**src/rtl/led_pwm_cfg.svh**
```systemverilog
/*
  Offsets, field positions, reset values and timing counts of the
  LED PWM clock generation block, as text macros.
  Assumes inclusion by bare name from the design files.
*/
`ifndef LED_PWM_CFG_SVH
`define LED_PWM_CFG_SVH

// clocking
`define SYS_CLK_MHZ     50
`define OSC_MHZ         10
`define OSC_TICK_CYC    (`SYS_CLK_MHZ / `OSC_MHZ)
`define BASE_PWM_MHZ    5

// register byte addresses
`define ADR_CTRL        8'h00
`define ADR_SLOWDIV     8'h04
`define ADR_BRIGHT      8'h08
`define ADR_STATUS      8'h0C
`define ADR_VPERIOD     8'h10
`define ADR_INDUTY      8'h14

// control register fields
`define CTRL_FREQ_LSB   0
`define CTRL_RES_LSB    4
`define CTRL_EN_PLL     6
`define CTRL_EN_SYNC    7
`define CTRL_SEL_DIV    8
`define CTRL_RESTART    9
`define CTRL_PHASE_LSB  10
`define CTRL_SLOW_EN    13
`define CTRL_LOAD       16
`define CTRL_MASK       32'h0000_3FFF
`define CTRL_RESET      32'h0000_0000

// slow divider register fields, brightness reset value
`define SLOW_DIV_LSB    0
`define SLOW_PRE_LSB    16
`define SLOWDIV_MASK    32'h000F_1FFF
`define SLOWDIV_RESET   32'h0001_0001
`define BRIGHT_RESET    16'h8000

// counter step per 5 MHz clock, index = frequency code, ten bits each
`define STEP_LUT {10'h200, 10'h1C0, 10'h190, 10'h180, 10'h170, 10'h160, \
                  10'h150, 10'h140, 10'h130, 10'h120, 10'h110, 10'h100, \
                  10'h0E0, 10'h0B0, 10'h080, 10'h040}

// vsync period counter restarts from zero here: treated as lost
`define VSYNC_CNT_MAX   24'hFFFFFF

`endif

```
**src/rtl/led_pwm_pkg.sv**
```systemverilog
/*
  Types shared by the LED PWM clock generation design.
  Assumes nothing of its surroundings.
*/
package led_pwm_pkg;

  typedef enum logic [2:0] {
    ST_OFF,
    ST_BYPASS,
    ST_INTERNAL,
    ST_MULTIPLY,
    ST_SYNC_WAIT,
    ST_SYNCED
  } ctrl_state_type;

  typedef enum logic [1:0] {
    SRC_BASE,
    SRC_MULT,
    SRC_VSYNC,
    SRC_NONE
  } clk_source_type;

endpackage : led_pwm_pkg

```
**src/rtl/led_pwm_clock_generation.sv**
```systemverilog
/*
  LED PWM clock generation: oscillator ticks, control state machine,
  PWM clock source selection, vsync lock and four phase-shifted outputs,
  with a classic Wishbone slave for configuration and status.
  Assumes a 50 MHz clock; vsync, PWM input and enable arrive from pins.
*/
// Chosen here: the Wishbone register port and the address map.
// Operation
// - a 10 MHz tick times the duty measurement of the PWM input
// - the 10 MHz tick halved gives 5 MHz for state machine and timing
// - PWM generator runs from 5 MHz directly or from the multiplier
// - in multiply mode the resolution code selects 5, 10, 20 or 40 MHz PWM clock
// - frequency code selects the counter step, hence the PWM frequency outside sync mode
// - with PLL and sync enabled the PWM clock is locked to vsync
// - restart bit set in sync mode: vsync rising edge restarts the PWM counter
// - external loop filter selected only with slow divider in sync mode
// - three-bit string field sets phase shift between outputs
// - in sync mode the PWM clock derives from vsync; the 10 MHz and 5 MHz ticks stay on the system clock
// - source follows PLL, divider select and sync enable settings
`timescale 1ns/1ns
`include "led_pwm_cfg.svh"

module led_pwm_clock_generation (
  // clock and reset
  input  wire logic        clock,
  input  wire logic        nrst,
  input  wire logic        ce,
  // wishbone slave
  input  wire logic        wbCyc,
  input  wire logic        wbStb,
  input  wire logic        wbWe,
  input  wire logic [7:0]  wbAdr,
  input  wire logic [3:0]  wbSel,
  input  wire logic [31:0] wbDatI,
  output logic [31:0]      wbDatO,
  output logic             wbAck,
  // pins
  input  wire logic        vsync,
  input  wire logic        pwmIn,
  input  wire logic        io_supply_enable_pin,
  output logic [3:0]       ledPwm,
  output logic             extFilterSel
);

  // pin synchronisers: bit 0 vsync, 1 pwm input, 2 enable
  logic [2:0] pinS1_r;
  logic [2:0] pinS2_r;
  logic [2:0] pinS3_r;
  logic [2:0] pinVal_r;
  logic [2:0] pinAgree;
  logic [2:0] pinValNxt;
  logic       vsyncRise;
  logic       pwmInRise;

  assign pinAgree  = ~(pinS2_r ^ pinS3_r);
  assign pinValNxt = (pinAgree & pinS3_r) | (~pinAgree & pinVal_r);
  assign vsyncRise = pinValNxt[0] && !pinVal_r[0];
  assign pwmInRise = pinValNxt[1] && !pinVal_r[1];

  always_ff @(posedge clock or negedge nrst) begin
    if (!nrst) begin
      pinS1_r  <= 3'h0;
      pinS2_r  <= 3'h0;
      pinS3_r  <= 3'h0;
      pinVal_r <= 3'h0;
    end else if (ce) begin
      pinS1_r  <= {io_supply_enable_pin, pwmIn, vsync};
      pinS2_r  <= pinS1_r;
      pinS3_r  <= pinS2_r;
      pinVal_r <= pinValNxt;
    end
  end

  // oscillator ticks
  logic [2:0] oscCnt_r;
  logic       oscTick;
  logic       halfTog_r;
  logic       baseTick;

  assign oscTick  = (oscCnt_r == 3'(`OSC_TICK_CYC - 1));
  assign baseTick = oscTick && halfTog_r;

  always_ff @(posedge clock or negedge nrst) begin
    if (!nrst) begin
      oscCnt_r  <= 3'h0;
      halfTog_r <= 1'b0;
    end else if (ce) begin
      oscCnt_r  <= oscTick ? 3'h0 : oscCnt_r + 3'h1;
      halfTog_r <= halfTog_r ^ oscTick;
    end
  end

  // input duty measurement in 10 MHz ticks
  logic [15:0] highCnt_r;
  logic [15:0] perCnt_r;
  logic [31:0] inDuty_r;

  always_ff @(posedge clock or negedge nrst) begin
    if (!nrst) begin
      highCnt_r <= 16'h0;
      perCnt_r  <= 16'h0;
      inDuty_r  <= 32'h0;
    end else if (ce) begin
      if (pwmInRise) begin
        inDuty_r  <= {perCnt_r, highCnt_r};
        highCnt_r <= 16'h0;
        perCnt_r  <= 16'h0;
      end else if (oscTick) begin
        if (perCnt_r != 16'hFFFF) perCnt_r <= perCnt_r + 16'h1;
        if (pinVal_r[1] && highCnt_r != 16'hFFFF) begin
          highCnt_r <= highCnt_r + 16'h1;
        end
      end
    end
  end

  // wishbone register file
  logic [31:0] ctrl_r;
  logic [31:0] slowDiv_r;
  logic [15:0] bright_r;
  logic [31:0] active_r;
  logic [31:0] activeDiv_r;
  logic        loaded_r;
  logic        wbAck_r;
  logic [31:0] wbDatO_r;
  logic        wbReq;
  logic        wbWrite;
  logic [31:0] selMask;
  logic        loadReq;
  logic [31:0] rdData;
  logic [31:0] statusWord;
  logic [23:0] vPeriod_r;

  assign wbReq   = wbCyc && wbStb && !wbAck_r;
  assign wbWrite = wbReq && wbWe;
  assign selMask = {{8{wbSel[3]}}, {8{wbSel[2]}}, {8{wbSel[1]}},
                    {8{wbSel[0]}}};
  assign loadReq = wbWrite && (wbAdr == `ADR_CTRL) && wbSel[2]
                   && wbDatI[`CTRL_LOAD];
  assign rdData  =
    (wbAdr == `ADR_CTRL)    ? ctrl_r :
    (wbAdr == `ADR_SLOWDIV) ? slowDiv_r :
    (wbAdr == `ADR_BRIGHT)  ? {16'h0, bright_r} :
    (wbAdr == `ADR_STATUS)  ? statusWord :
    (wbAdr == `ADR_VPERIOD) ? {8'h0, vPeriod_r} :
    (wbAdr == `ADR_INDUTY)  ? inDuty_r : 32'h0;

  always_ff @(posedge clock or negedge nrst) begin
    if (!nrst) begin
      ctrl_r    <= `CTRL_RESET;
      slowDiv_r <= `SLOWDIV_RESET;
      bright_r  <= `BRIGHT_RESET;
      wbAck_r   <= 1'b0;
      wbDatO_r  <= 32'h0;
    end else if (ce) begin
      wbAck_r <= wbReq;
      if (wbReq) wbDatO_r <= rdData;
      if (wbWrite && wbAdr == `ADR_CTRL) begin
        ctrl_r <= (ctrl_r & ~(selMask & `CTRL_MASK))
                  | (wbDatI & selMask & `CTRL_MASK);
      end
      if (wbWrite && wbAdr == `ADR_SLOWDIV) begin
        slowDiv_r <= (slowDiv_r & ~(selMask & `SLOWDIV_MASK))
                     | (wbDatI & selMask & `SLOWDIV_MASK);
      end
      if (wbWrite && wbAdr == `ADR_BRIGHT) begin
        bright_r <= (bright_r & ~selMask[15:0])
                    | (wbDatI[15:0] & selMask[15:0]);
      end
    end
  end

  // shadow copy taken on load; brightness is not shadowed and changes at once
  always_ff @(posedge clock or negedge nrst) begin
    if (!nrst) begin
      active_r    <= `CTRL_RESET;
      activeDiv_r <= `SLOWDIV_RESET;
      loaded_r    <= 1'b0;
    end else if (ce && loadReq) begin
      active_r    <= (wbDatI & `CTRL_MASK);
      activeDiv_r <= slowDiv_r;
      loaded_r    <= 1'b1;
    end
  end

  // active configuration fields
  logic [3:0]  freqCode;
  logic [1:0]  resCode;
  logic        enPll;
  logic        enSync;
  logic        selDivider;
  logic        counterRestart;
  logic [2:0]  string_phase_config;
  logic        slowEn;
  logic [12:0] slowDiv;
  logic [3:0]  preDiv;
  logic [159:0] stepLut;
  logic [9:0]  baseStep;
  logic [9:0]  stepEff;
  logic [7:0]  lutIdx;

  assign freqCode            = active_r[`CTRL_FREQ_LSB +: 4];
  assign resCode             = active_r[`CTRL_RES_LSB +: 2];
  assign enPll               = active_r[`CTRL_EN_PLL];
  assign enSync              = active_r[`CTRL_EN_SYNC];
  assign selDivider          = active_r[`CTRL_SEL_DIV];
  assign counterRestart      = active_r[`CTRL_RESTART];
  assign string_phase_config = active_r[`CTRL_PHASE_LSB +: 3];
  assign slowEn              = active_r[`CTRL_SLOW_EN];
  assign slowDiv = slowEn ? activeDiv_r[`SLOW_DIV_LSB +: 13] : 13'h1;
  assign preDiv  = (activeDiv_r[`SLOW_PRE_LSB +: 4] == 4'h0) ? 4'h1
                   : activeDiv_r[`SLOW_PRE_LSB +: 4];
  assign stepLut  = `STEP_LUT;
  // eight index bits: code 15 lands at bit 150
  assign lutIdx   = {1'b0, freqCode, 3'h0} + {3'h0, freqCode, 1'h0};
  assign baseStep = stepLut[lutIdx +: 10];
  // smaller step: same frequency with the multiplier or vsync clock, lower from the 5 MHz base
  assign stepEff  = baseStep >> resCode;

  // vsync period measurement and lock
  logic [23:0] vCnt_r;
  logic [1:0]  vEdges_r;
  logic        locked;

  assign locked = (vEdges_r == 2'h2);

  always_ff @(posedge clock or negedge nrst) begin
    if (!nrst) begin
      vCnt_r    <= 24'h0;
      vPeriod_r <= 24'h0;
      vEdges_r  <= 2'h0;
    end else if (ce) begin
      if (!enSync || vCnt_r == `VSYNC_CNT_MAX) begin
        vEdges_r <= 2'h0;
        vCnt_r   <= 24'h0;
      end else if (vsyncRise) begin
        vCnt_r <= 24'h0;
        if (vEdges_r != 2'h0) vPeriod_r <= vCnt_r + 24'h1;
        if (!locked) vEdges_r <= vEdges_r + 2'h1;
      end else begin
        vCnt_r <= vCnt_r + 24'h1;
      end
    end
  end

  // control state machine, stepped by the 5 MHz tick
  led_pwm_pkg::ctrl_state_type state_r;
  led_pwm_pkg::ctrl_state_type state_nxt;
  led_pwm_pkg::clk_source_type source;

  always_comb begin
    state_nxt = state_r;
    if (!pinVal_r[2]) begin
      state_nxt = led_pwm_pkg::ST_OFF;
    end else if (!loaded_r) begin
      state_nxt = led_pwm_pkg::ST_BYPASS;
    end else if (enPll && enSync) begin
      state_nxt = locked ? led_pwm_pkg::ST_SYNCED
                         : led_pwm_pkg::ST_SYNC_WAIT;
    end else if (enPll && selDivider) begin
      state_nxt = led_pwm_pkg::ST_MULTIPLY;
    end else begin
      state_nxt = led_pwm_pkg::ST_INTERNAL;
    end
  end

  always_ff @(posedge clock or negedge nrst) begin
    if (!nrst) begin
      state_r <= led_pwm_pkg::ST_OFF;
    end else if (ce && baseTick) begin
      state_r <= state_nxt;
    end
  end

  always_comb begin
    case (state_r)
      led_pwm_pkg::ST_BYPASS:   source = led_pwm_pkg::SRC_BASE;
      led_pwm_pkg::ST_INTERNAL: source = led_pwm_pkg::SRC_BASE;
      led_pwm_pkg::ST_MULTIPLY: source = led_pwm_pkg::SRC_MULT;
      led_pwm_pkg::ST_SYNCED:   source = led_pwm_pkg::SRC_VSYNC;
      default:                  source = led_pwm_pkg::SRC_NONE;
    endcase
  end

  // fractional clock synthesis: inc/thr of the system clock
  logic [39:0] acc_r;
  logic [39:0] inc;
  logic [39:0] thr;
  logic [39:0] accSum;
  logic        pwmTick;
  logic [15:0] phase_r;
  logic        restart;
  logic [5:0]  multMhz;
  logic        run;

  assign multMhz = 6'(`BASE_PWM_MHZ) << resCode;
  assign inc =
    (source == led_pwm_pkg::SRC_VSYNC) ? {11'h0, slowDiv, 16'h0} :
    (source == led_pwm_pkg::SRC_MULT)  ? {34'h0, multMhz} :
    40'(`BASE_PWM_MHZ);
  // vsync source: counter wraps slowDiv/preDiv times per vsync period
  assign thr = (source == led_pwm_pkg::SRC_VSYNC)
               ? {30'h0, stepEff} * {16'h0, vPeriod_r} * {36'h0, preDiv}
               : 40'(`SYS_CLK_MHZ);
  assign accSum  = acc_r + inc;
  assign pwmTick = (source != led_pwm_pkg::SRC_NONE) && (accSum >= thr);
  assign restart = counterRestart && vsyncRise
                   && (source == led_pwm_pkg::SRC_VSYNC);
  assign run     = (source != led_pwm_pkg::SRC_NONE);

  always_ff @(posedge clock or negedge nrst) begin
    if (!nrst) begin
      acc_r   <= 40'h0;
      phase_r <= 16'h0;
    end else if (ce) begin
      if (restart || !run) begin
        acc_r   <= 40'h0;
        phase_r <= 16'h0;
      end else begin
        acc_r <= pwmTick ? accSum - thr : accSum;
        if (pwmTick) phase_r <= phase_r + {6'h0, stepEff};
      end
    end
  end

  // loop filter selection
  logic extFilterSel_r;

  always_ff @(posedge clock or negedge nrst) begin
    if (!nrst) begin
      extFilterSel_r <= 1'b0;
    end else if (ce) begin
      extFilterSel_r <= loaded_r && enPll && enSync && slowEn;
    end
  end

  // phase-shifted outputs
  logic [15:0] phaseOffset;

  assign phaseOffset = {string_phase_config, 13'h0};

  for (genvar ch = 0; ch < 4; ch++) begin : gen_ch
    pwm_phase_counter #(
      .CHANNEL (2'(ch))
    ) u_ch (
      .clock  (clock),
      .nrst   (nrst),
      .ce     (ce),
      .phase  (phase_r),
      .offset (phaseOffset),
      .duty   (bright_r),
      .run    (run),
      .pwmOut (ledPwm[ch])
    );
  end

  assign statusWord   = {25'h0, source, pinVal_r[2], locked, state_r};
  assign wbAck        = wbAck_r;
  assign wbDatO       = wbDatO_r;
  assign extFilterSel = extFilterSel_r;

endmodule : led_pwm_clock_generation

```
**src/rtl/pwm_phase_counter.sv**
```systemverilog
/*
  One LED PWM output: shifts the shared counter phase by its channel
  offset and compares against the duty value.
  Assumes phase, offset and duty are synchronous to clock.
*/
`timescale 1ns/1ns

module pwm_phase_counter #(
  parameter logic [1:0] CHANNEL = 2'h0
) (
  // clock and reset
  input  wire logic        clock,
  input  wire logic        nrst,
  input  wire logic        ce,
  // shared counter
  input  wire logic [15:0] phase,
  input  wire logic [15:0] offset,
  input  wire logic [15:0] duty,
  input  wire logic        run,
  // output
  output logic             pwmOut
);

  logic [17:0] shiftProd;
  logic [15:0] chPhase;
  logic        pwmOn;
  logic        pwmOut_r;

  assign shiftProd = offset * CHANNEL;
  assign chPhase   = phase - shiftProd[15:0];
  assign pwmOn     = run && (chPhase < duty);
  assign pwmOut    = pwmOut_r;

  always_ff @(posedge clock or negedge nrst) begin
    if (!nrst) begin
      pwmOut_r <= 1'b0;
    end else if (ce) begin
      pwmOut_r <= pwmOn;
    end
  end

endmodule : pwm_phase_counter

```
**config.mk**
```make
export PLATFORM = sky130hd
export DESIGN_NAME = led_pwm_clock_generation
export DESIGN_NICKNAME = d
export VERILOG_FILES = /design/src/rtl/led_pwm_pkg.sv /design/src/rtl/led_pwm_clock_generation.sv /design/src/rtl/pwm_phase_counter.sv
export VERILOG_INCLUDE_DIRS = /design/src /design/src/rtl
export SDC_FILE = /design/constraint.sdc
export NUM_CORES = 2
export LEC_CHECK = 0
export BUFFER_PORTS_ARGS = -buffer_cell sky130_fd_sc_hd__buf_4
export CORE_AREA = 2 2 255 257
export CTS_CLUSTER_DIAMETER = 40
export DETAILED_ROUTE_END_ITERATION = 10
export DIE_AREA = 0 0 257 259
export GPL_ROUTABILITY_DRIVEN = 0
export PLACE_DENSITY_LB_ADDON = 0.12
export SYNTH_ARGS = -nofsm -noshare
export SYNTH_HDL_FRONTEND = slang
export SYNTH_SLANG_ARGS = --single-unit
```
**constraint.sdc**
```tcl
create_clock -name clock -period 14.9 [get_ports clock]
set_input_delay 0.745 -clock clock [delete_from_list [all_inputs] [get_ports clock]]
set_output_delay 0.745 -clock clock [all_outputs]
set_load 0.02 [all_outputs]
```
* Word level (Yosys, flattened, before mapping)
Index checks and enable logic that the tools add are counted.
** Storage, ports and cells
- Bits of input ports :: 53
- Register bits :: 342
- Output and inout port bits :: 38
** Cells by class
- Eq/ne operators :: 18
- Muxes and demuxes :: 33
- Magnitude comparators :: 5
- Bitwise logic cells :: 19
- Reduce and logical (&&, ||, !) cells :: 52
- Multipliers :: 3
- Shift operators :: 3
- Add/subtract/negate cells :: 12
** Operator list (number)
- 32-bit two-way mux :: 6
- 160-bit by 9-bit indexed part select with 10-bit output (first input constant) :: 1
- 16-bit two-way mux :: 8
- 40-bit two-way mux :: 2
- 32-bit AND :: 2
- 16-bit less-than comparator :: 4
- 24-bit two-way mux :: 2
- 16-bit subtractor :: 3
- 40-bit by 29-bit adder with 40-bit output :: 1
- 40-bit by 38-bit greater-or-equal comparator with 1-bit output :: 1
- 40-bit by 38-bit subtractor with 40-bit output :: 1
- 34-bit by 4-bit multiplier with 38-bit output :: 1
- 38-bit two-way mux :: 1
- 10-bit by 24-bit multiplier with 34-bit output :: 1
- 16-bit by 1-bit adder with 16-bit output (second input constant) :: 2
- 16-bit AND :: 2
- 16-bit inequality test (second input constant) :: 2
- 14-bit inverter with 32-bit output :: 1
- 20-bit inverter with 32-bit output :: 1
- 32-bit by 14-bit bitwise OR with 32-bit output :: 1
- 32-bit by 20-bit bitwise OR with 32-bit output :: 1
- 29-bit two-way mux :: 1
- 1-bit logical AND :: 26
- 24-bit by 1-bit adder with 24-bit output (second input constant) :: 1
- other kinds (43) :: 73

* Longest topological paths before layout
- Depth in word-level cells :: 11
- Mapped depth :: 66
- Depth with buffers taken out :: 60

* Cells and area by module
Synthesis repeated with hierarchy kept, for this count alone.
** Second synthesis, totals
- Cell total of the unflattened synthesis :: 4121
- Area total of the unflattened synthesis :: 34820.9 µm²
** By module, submodules not included
- led_pwm_clock_generation :: area an instance 30365.4 µm², instances 1, seq. area each 7563.5 µm², cells each 3523
- pwm_phase_counter (gen_ch[3].u_ch) :: area an instance 1704.1 µm², instances 1, seq. area each 25.0 µm², cells each 218
- pwm_phase_counter (gen_ch[1].u_ch) :: area an instance 1229.9 µm², instances 1, seq. area each 25.0 µm², cells each 174
- pwm_phase_counter (gen_ch[2].u_ch) :: area an instance 1106.1 µm², instances 1, seq. area each 25.0 µm², cells each 150
- pwm_phase_counter (gen_ch[0].u_ch) :: area an instance 415.4 µm², instances 1, seq. area each 25.0 µm², cells each 56

* Least setup slack after synthesis
No wires, ideal clock.
- Path kind :: register to register
- From :: reg active_r[2]
- To :: reg phase_r[3]
- Buffers on the path :: 4
- Setup slack :: 1.331 ns
- Setup time :: 0.125 ns
- Data arrival time :: 13.444 ns
- Cell stages (with the launch flop) :: 61
- Cell sequence :: dfrtp_1 > ha_1 > inv_1 > fa_1 > clkbuf_1 > clkbuf_1 > clkbuf_1 > nor3_1 > nor4_1 > a21oi_1 > nor2_1 > a31oi_1 > o21ai_0 > mux2i_1 > mux2i_1 > clkbuf_1 > nand2_1 > fa_1 > (+25 left out) > o21ai_0 > o21ai_0 > a21oi_1 > o21a_1 > nor2_1 > xnor2_1 > nand2_1 > ha_1 > a21o_1 > a21o_1 > a21oi_1 > o31ai_1 > a21oi_1 > a32oi_1 > nor3_2 > nand2_1 > o21ai_2 > mux2_2
** On the way
- Word-level cells in the longest chain between the ends :: 10
- Elaborated cells on any way between the ends :: 13
- Those cells by class :: add/sub: 2; mul: 2; order compare: 1; shift: 2; mux: 3; reduce/logical: 3
** RTL lines
- start: declaration :: RTL line led_pwm_clock_generation.sv:121 : logic [31:0] active_r;
- start signal: assignment :: RTL line led_pwm_clock_generation.sv:176 : active_r <= `CTRL_RESET;
- start signal: assignment :: RTL line led_pwm_clock_generation.sv:180 : active_r <= (wbDatI & `CTRL_MASK);
- 7-bit by 5-bit adder with 8-bit output * :: RTL line led_pwm_clock_generation.sv:215 : assign lutIdx = {1'b0, freqCode, 3'h0} + {3'h0, freqCode, 1'h0};
- 160-bit by 9-bit indexed part select with 10-bit output * :: RTL line led_pwm_clock_generation.sv:216 : assign baseStep = stepLut[lutIdx +: 10];
- 10-bit by 2-bit right shift with 10-bit output * :: RTL line led_pwm_clock_generation.sv:218 : assign stepEff = baseStep >> resCode;
- 10-bit by 24-bit multiplier with 34-bit output :: RTL line led_pwm_clock_generation.sv:303 : ? {30'h0, stepEff} * {16'h0, vPeriod_r} * {36'h0, preDiv}
- 34-bit by 4-bit multiplier with 38-bit output :: RTL line led_pwm_clock_generation.sv:303
- 38-bit two-way mux :: RTL line led_pwm_clock_generation.sv:302 : assign thr = (source == led_pwm_pkg::SRC_VSYNC)
- 40-bit by 38-bit greater-or-equal comparator with 1-bit output :: RTL line led_pwm_clock_generation.sv:306 : assign pwmTick = (source != led_pwm_pkg::SRC_NONE) && (accSum >= thr);
- 1-bit logical AND :: RTL line led_pwm_clock_generation.sv:306
- 2-bit nonzero test (no line)
- 2-bit AND reduction (no line)
- end signal: assignment :: RTL line led_pwm_clock_generation.sv:321 : if (pwmTick) phase_r <= phase_r + {6'h0, stepEff};
- end: declaration :: RTL line led_pwm_clock_generation.sv:291 : logic [15:0] phase_r;
Mark *: on every way between the ends. The rest lies on a longest branch, timed or not. The select of a mux whose other input is x is not followed.
A chain may end at the register's enable or synchronous reset.

* Worst setup path in the final report
- From :: reg active_r[1]
- To :: reg phase_r[3]
Same word-level chain as after synthesis.

==> out/metrics.yaml <==
status: "finished clean"
drt-total-wl_um: 87920
end_kind: "flop"
vias_per_cell: 5.750
num-fill-cells: 5839
clkTransAtPathRegs_ns: 0.05
r2r-start: "active_r[1]$_DFFE_PN0P_"
reg2reg_depth: 59
clockBufferDepth: 3
period_needed_ns: 13.97
synth_cell_types: 86
cp-start-kind: "flop"
mostFrequentLayoutCell: "nand2_1"
worst-r2r-setup-slack_ns: 0.93
final_cell_mix: "533 x nand2_1, 365 x inv_1, 300 x dfrtp_1, 244 x fa_1, 220 x ha_1"
ys_seq_area_share_pct: 24.30
whs_ns: 0.2416
path_class: "reg2reg"
root_buffer: "clkbuf_16"
synth_flop_cell: "dfrtp_1"
async_flop_share_pct: 100.0
crit_arrival_ns: 14.43
start_util_pct: 49.37
grt_max_degree: 183
grt_usage_pct: 26.14
portBuffers: 77
min_path_type: "in2async"
overflow: 0
first_global_vias: 26430
power_mw: 2.210
hpwl_um: 67990
timing.fmax_mhz: 71.61
power.density_nw_per_um2: 62.88
syn_avg_cell_area_um2: 8.622
crit_required_ns: 15.37
total_leakage_power_nw: 17.62
syn_inst: 3658
drt-pass1-iter-count: 5
cts_tree: "built"
worst_pin_slew_ns: 1.168
synthToLayoutAreaGrowth_pct: 11.43
dieArea_um2: 66560
grt_pass1_wl_um: 141400
syn_nets: 4175
ys_ff_latch: 306
die_width_um: 257
antenna_left: 0
fin_setup_tns_ns: 0
syn_area_um2: 31540
via_count: 26590
rr_endpoint: "phase_r[3]$_DFFE_PN0P_"
ioPinCount: 91
synth_edf_count: 0
first_iter_violations: 1850
cts_hold_buf: 0
row_count: 93
yosysWarnings: 0
place_ws_ns: 0.5181
fin_crit_sh_pct: 93.73
cts_made_buffers: 44
hold_viol_final: 0
drv_slew: 0
fin_util_pct: 55.01
htreeDepth: 2
cp_slowest_stage_delay_ns: 0.63
fp.dieH_um: 259
skew_ns: 0.03684
crit_fanout: 38
antenna_found_initial: 2
setup_ws_ns: 0.9345
slowest_stage: "fa_1"
coreArea_um2: 63880
drc_errors: 0
irDropWorstVdd_uv: 89.98
finalSetupViolCount: 0
nets: 4251
wire_per_inst_um: 19.01
clock_latency_ns: 0.59
slew_headroom_pct: 22.16
drv_cap: 0
clock-sinks: 306
drive_gt1_share_pct: 11.31
## where the power goes
group          internal (mW)  leakage [nW]  total, mW  switching [mW]
clock network          0.650         0.730       1.08           0.426
logic                 0.0857          12.7      0.239           0.153
registers              0.863          4.21      0.894          0.0311
total                   1.60          17.6       2.21           0.610
## cells by family after synthesis
kind of cell	share of synthesized area [%]
fa+ha+maj	24.22
flops	24.30
mux	5.824
xor+xnor	5.161
buf+inv	6.606
simple gates	18.65
compound gates	15.24
## cell type report
cell class                 count  area [µm²]  area share, %
antenna                        1       2.502       0.007120
clock buffer                  54        1189          3.382
clock inverter                26       335.3         0.9541
inverter                     367        1378          3.920
multi-input combinational   2814       21930          62.41
sequential                   306        7665          21.81
tap                          855        1070          3.044
timing repair buffer         201        1570          4.468
## worst max path at each step
stage | endpoint | from | cells after the start | slack (ns)
after CTS | acc_r[29]$_DFFE_PN0P_ | active_r[1]$_DFFE_PN0P_ | 60 | 0.48
after detailed placement | acc_r[29]$_DFFE_PN0P_ | active_r[1]$_DFFE_PN0P_ | 60 | 0.52
final | phase_r[3]$_DFFE_PN0P_ | active_r[1]$_DFFE_PN0P_ | 59 | 0.93
after global routing | phase_r[8]$_DFFE_PN0P_ | active_r[1]$_DFFE_PN0P_ | 62 | -0.002
after global placement | phase_r[3]$_DFFE_PN0P_ | active_r[1]$_DFFE_PN0P_ | 60 | 0.72
after floorplan | phase_r[3]$_DFFE_PN0P_ | active_r[2]$_DFFE_PN0P_ | 60 | 1.33
## Yosys cell counts, drive strengths merged, types with 7 or more instances
master | n | area [µm²]
fa | 244 | 4885
o31ai | 12 | 90.09
mux2i | 62 | 620.6
a211o | 9 | 78.83
o211ai | 19 | 147.6
and3 | 45 | 281.5
nor3b | 7 | 52.55
and4 | 10 | 87.58
a211oi | 30 | 242.7
a22o | 7 | 61.31
nand2 | 533 | 2001
o21a | 24 | 180.2
buf | 18 | 130.1
nand4 | 39 | 244.0
o21bai | 14 | 105.1
nor4 | 13 | 81.33
nor2 | 195 | 732.0
xnor2 | 108 | 953.4
o21ai | 192 | 964.7
xor2 | 77 | 674.4
or3 | 13 | 81.33
nand2b | 31 | 193.9
a22oi | 19 | 142.6
dfrtp | 301 | 7532
clkbuf | 153 | 575.6
nor3 | 50 | 255.3
a21oi | 205 | 1030
nor2b | 23 | 143.9
o2bb2ai | 34 | 297.8
a21o | 70 | 525.5
mux2 | 104 | 1171
a31oi | 32 | 200.2
nand3 | 83 | 415.4
ha | 220 | 2753
a21boi | 10 | 75.07
nand3b | 10 | 75.07
a221o | 7 | 70.07
inv | 366 | 1374
o22ai | 9 | 62.56
and2 | 183 | 1145
## routing by layer
metal	vias up	GRT usage, %	share of wire, %
li1	12520	-	-
met1	13230	34.98	44
met2	706	44.35	48
met3	139	3.349	5.1
met4	0	7.913	2.6
met5	-	0	0
## stage by stage
step	cells	instance area [µm²]
after floorplan	3658	31540
after global placement	4541	33520
after detailed placement	4541	33520
after CTS	4621	35040
after global routing	4623	35140
final	4624	35140
## critical path, delay by kind of cell (launching register included)
family / cells / cell delay, ns
AND/OR/NAND/NOR: 8 / 1.55
multiplexers: 3 / 0.89
XOR/XNOR: 2 / 0.28
flip-flops: 1 / 0.48
adder cells (fa/ha/maj): 11 / 4.94
AO/OA/AOI/OAI: 21 / 3.94
buffers and inverters: 14 / 1.73
## timing repair
action                                  CTS  global route
endpoints found under the setup margin    0            56
setup buffers                             0             2
gates resized for setup                   0            16
Note: power is estimated with default switching activity, not from simulation.
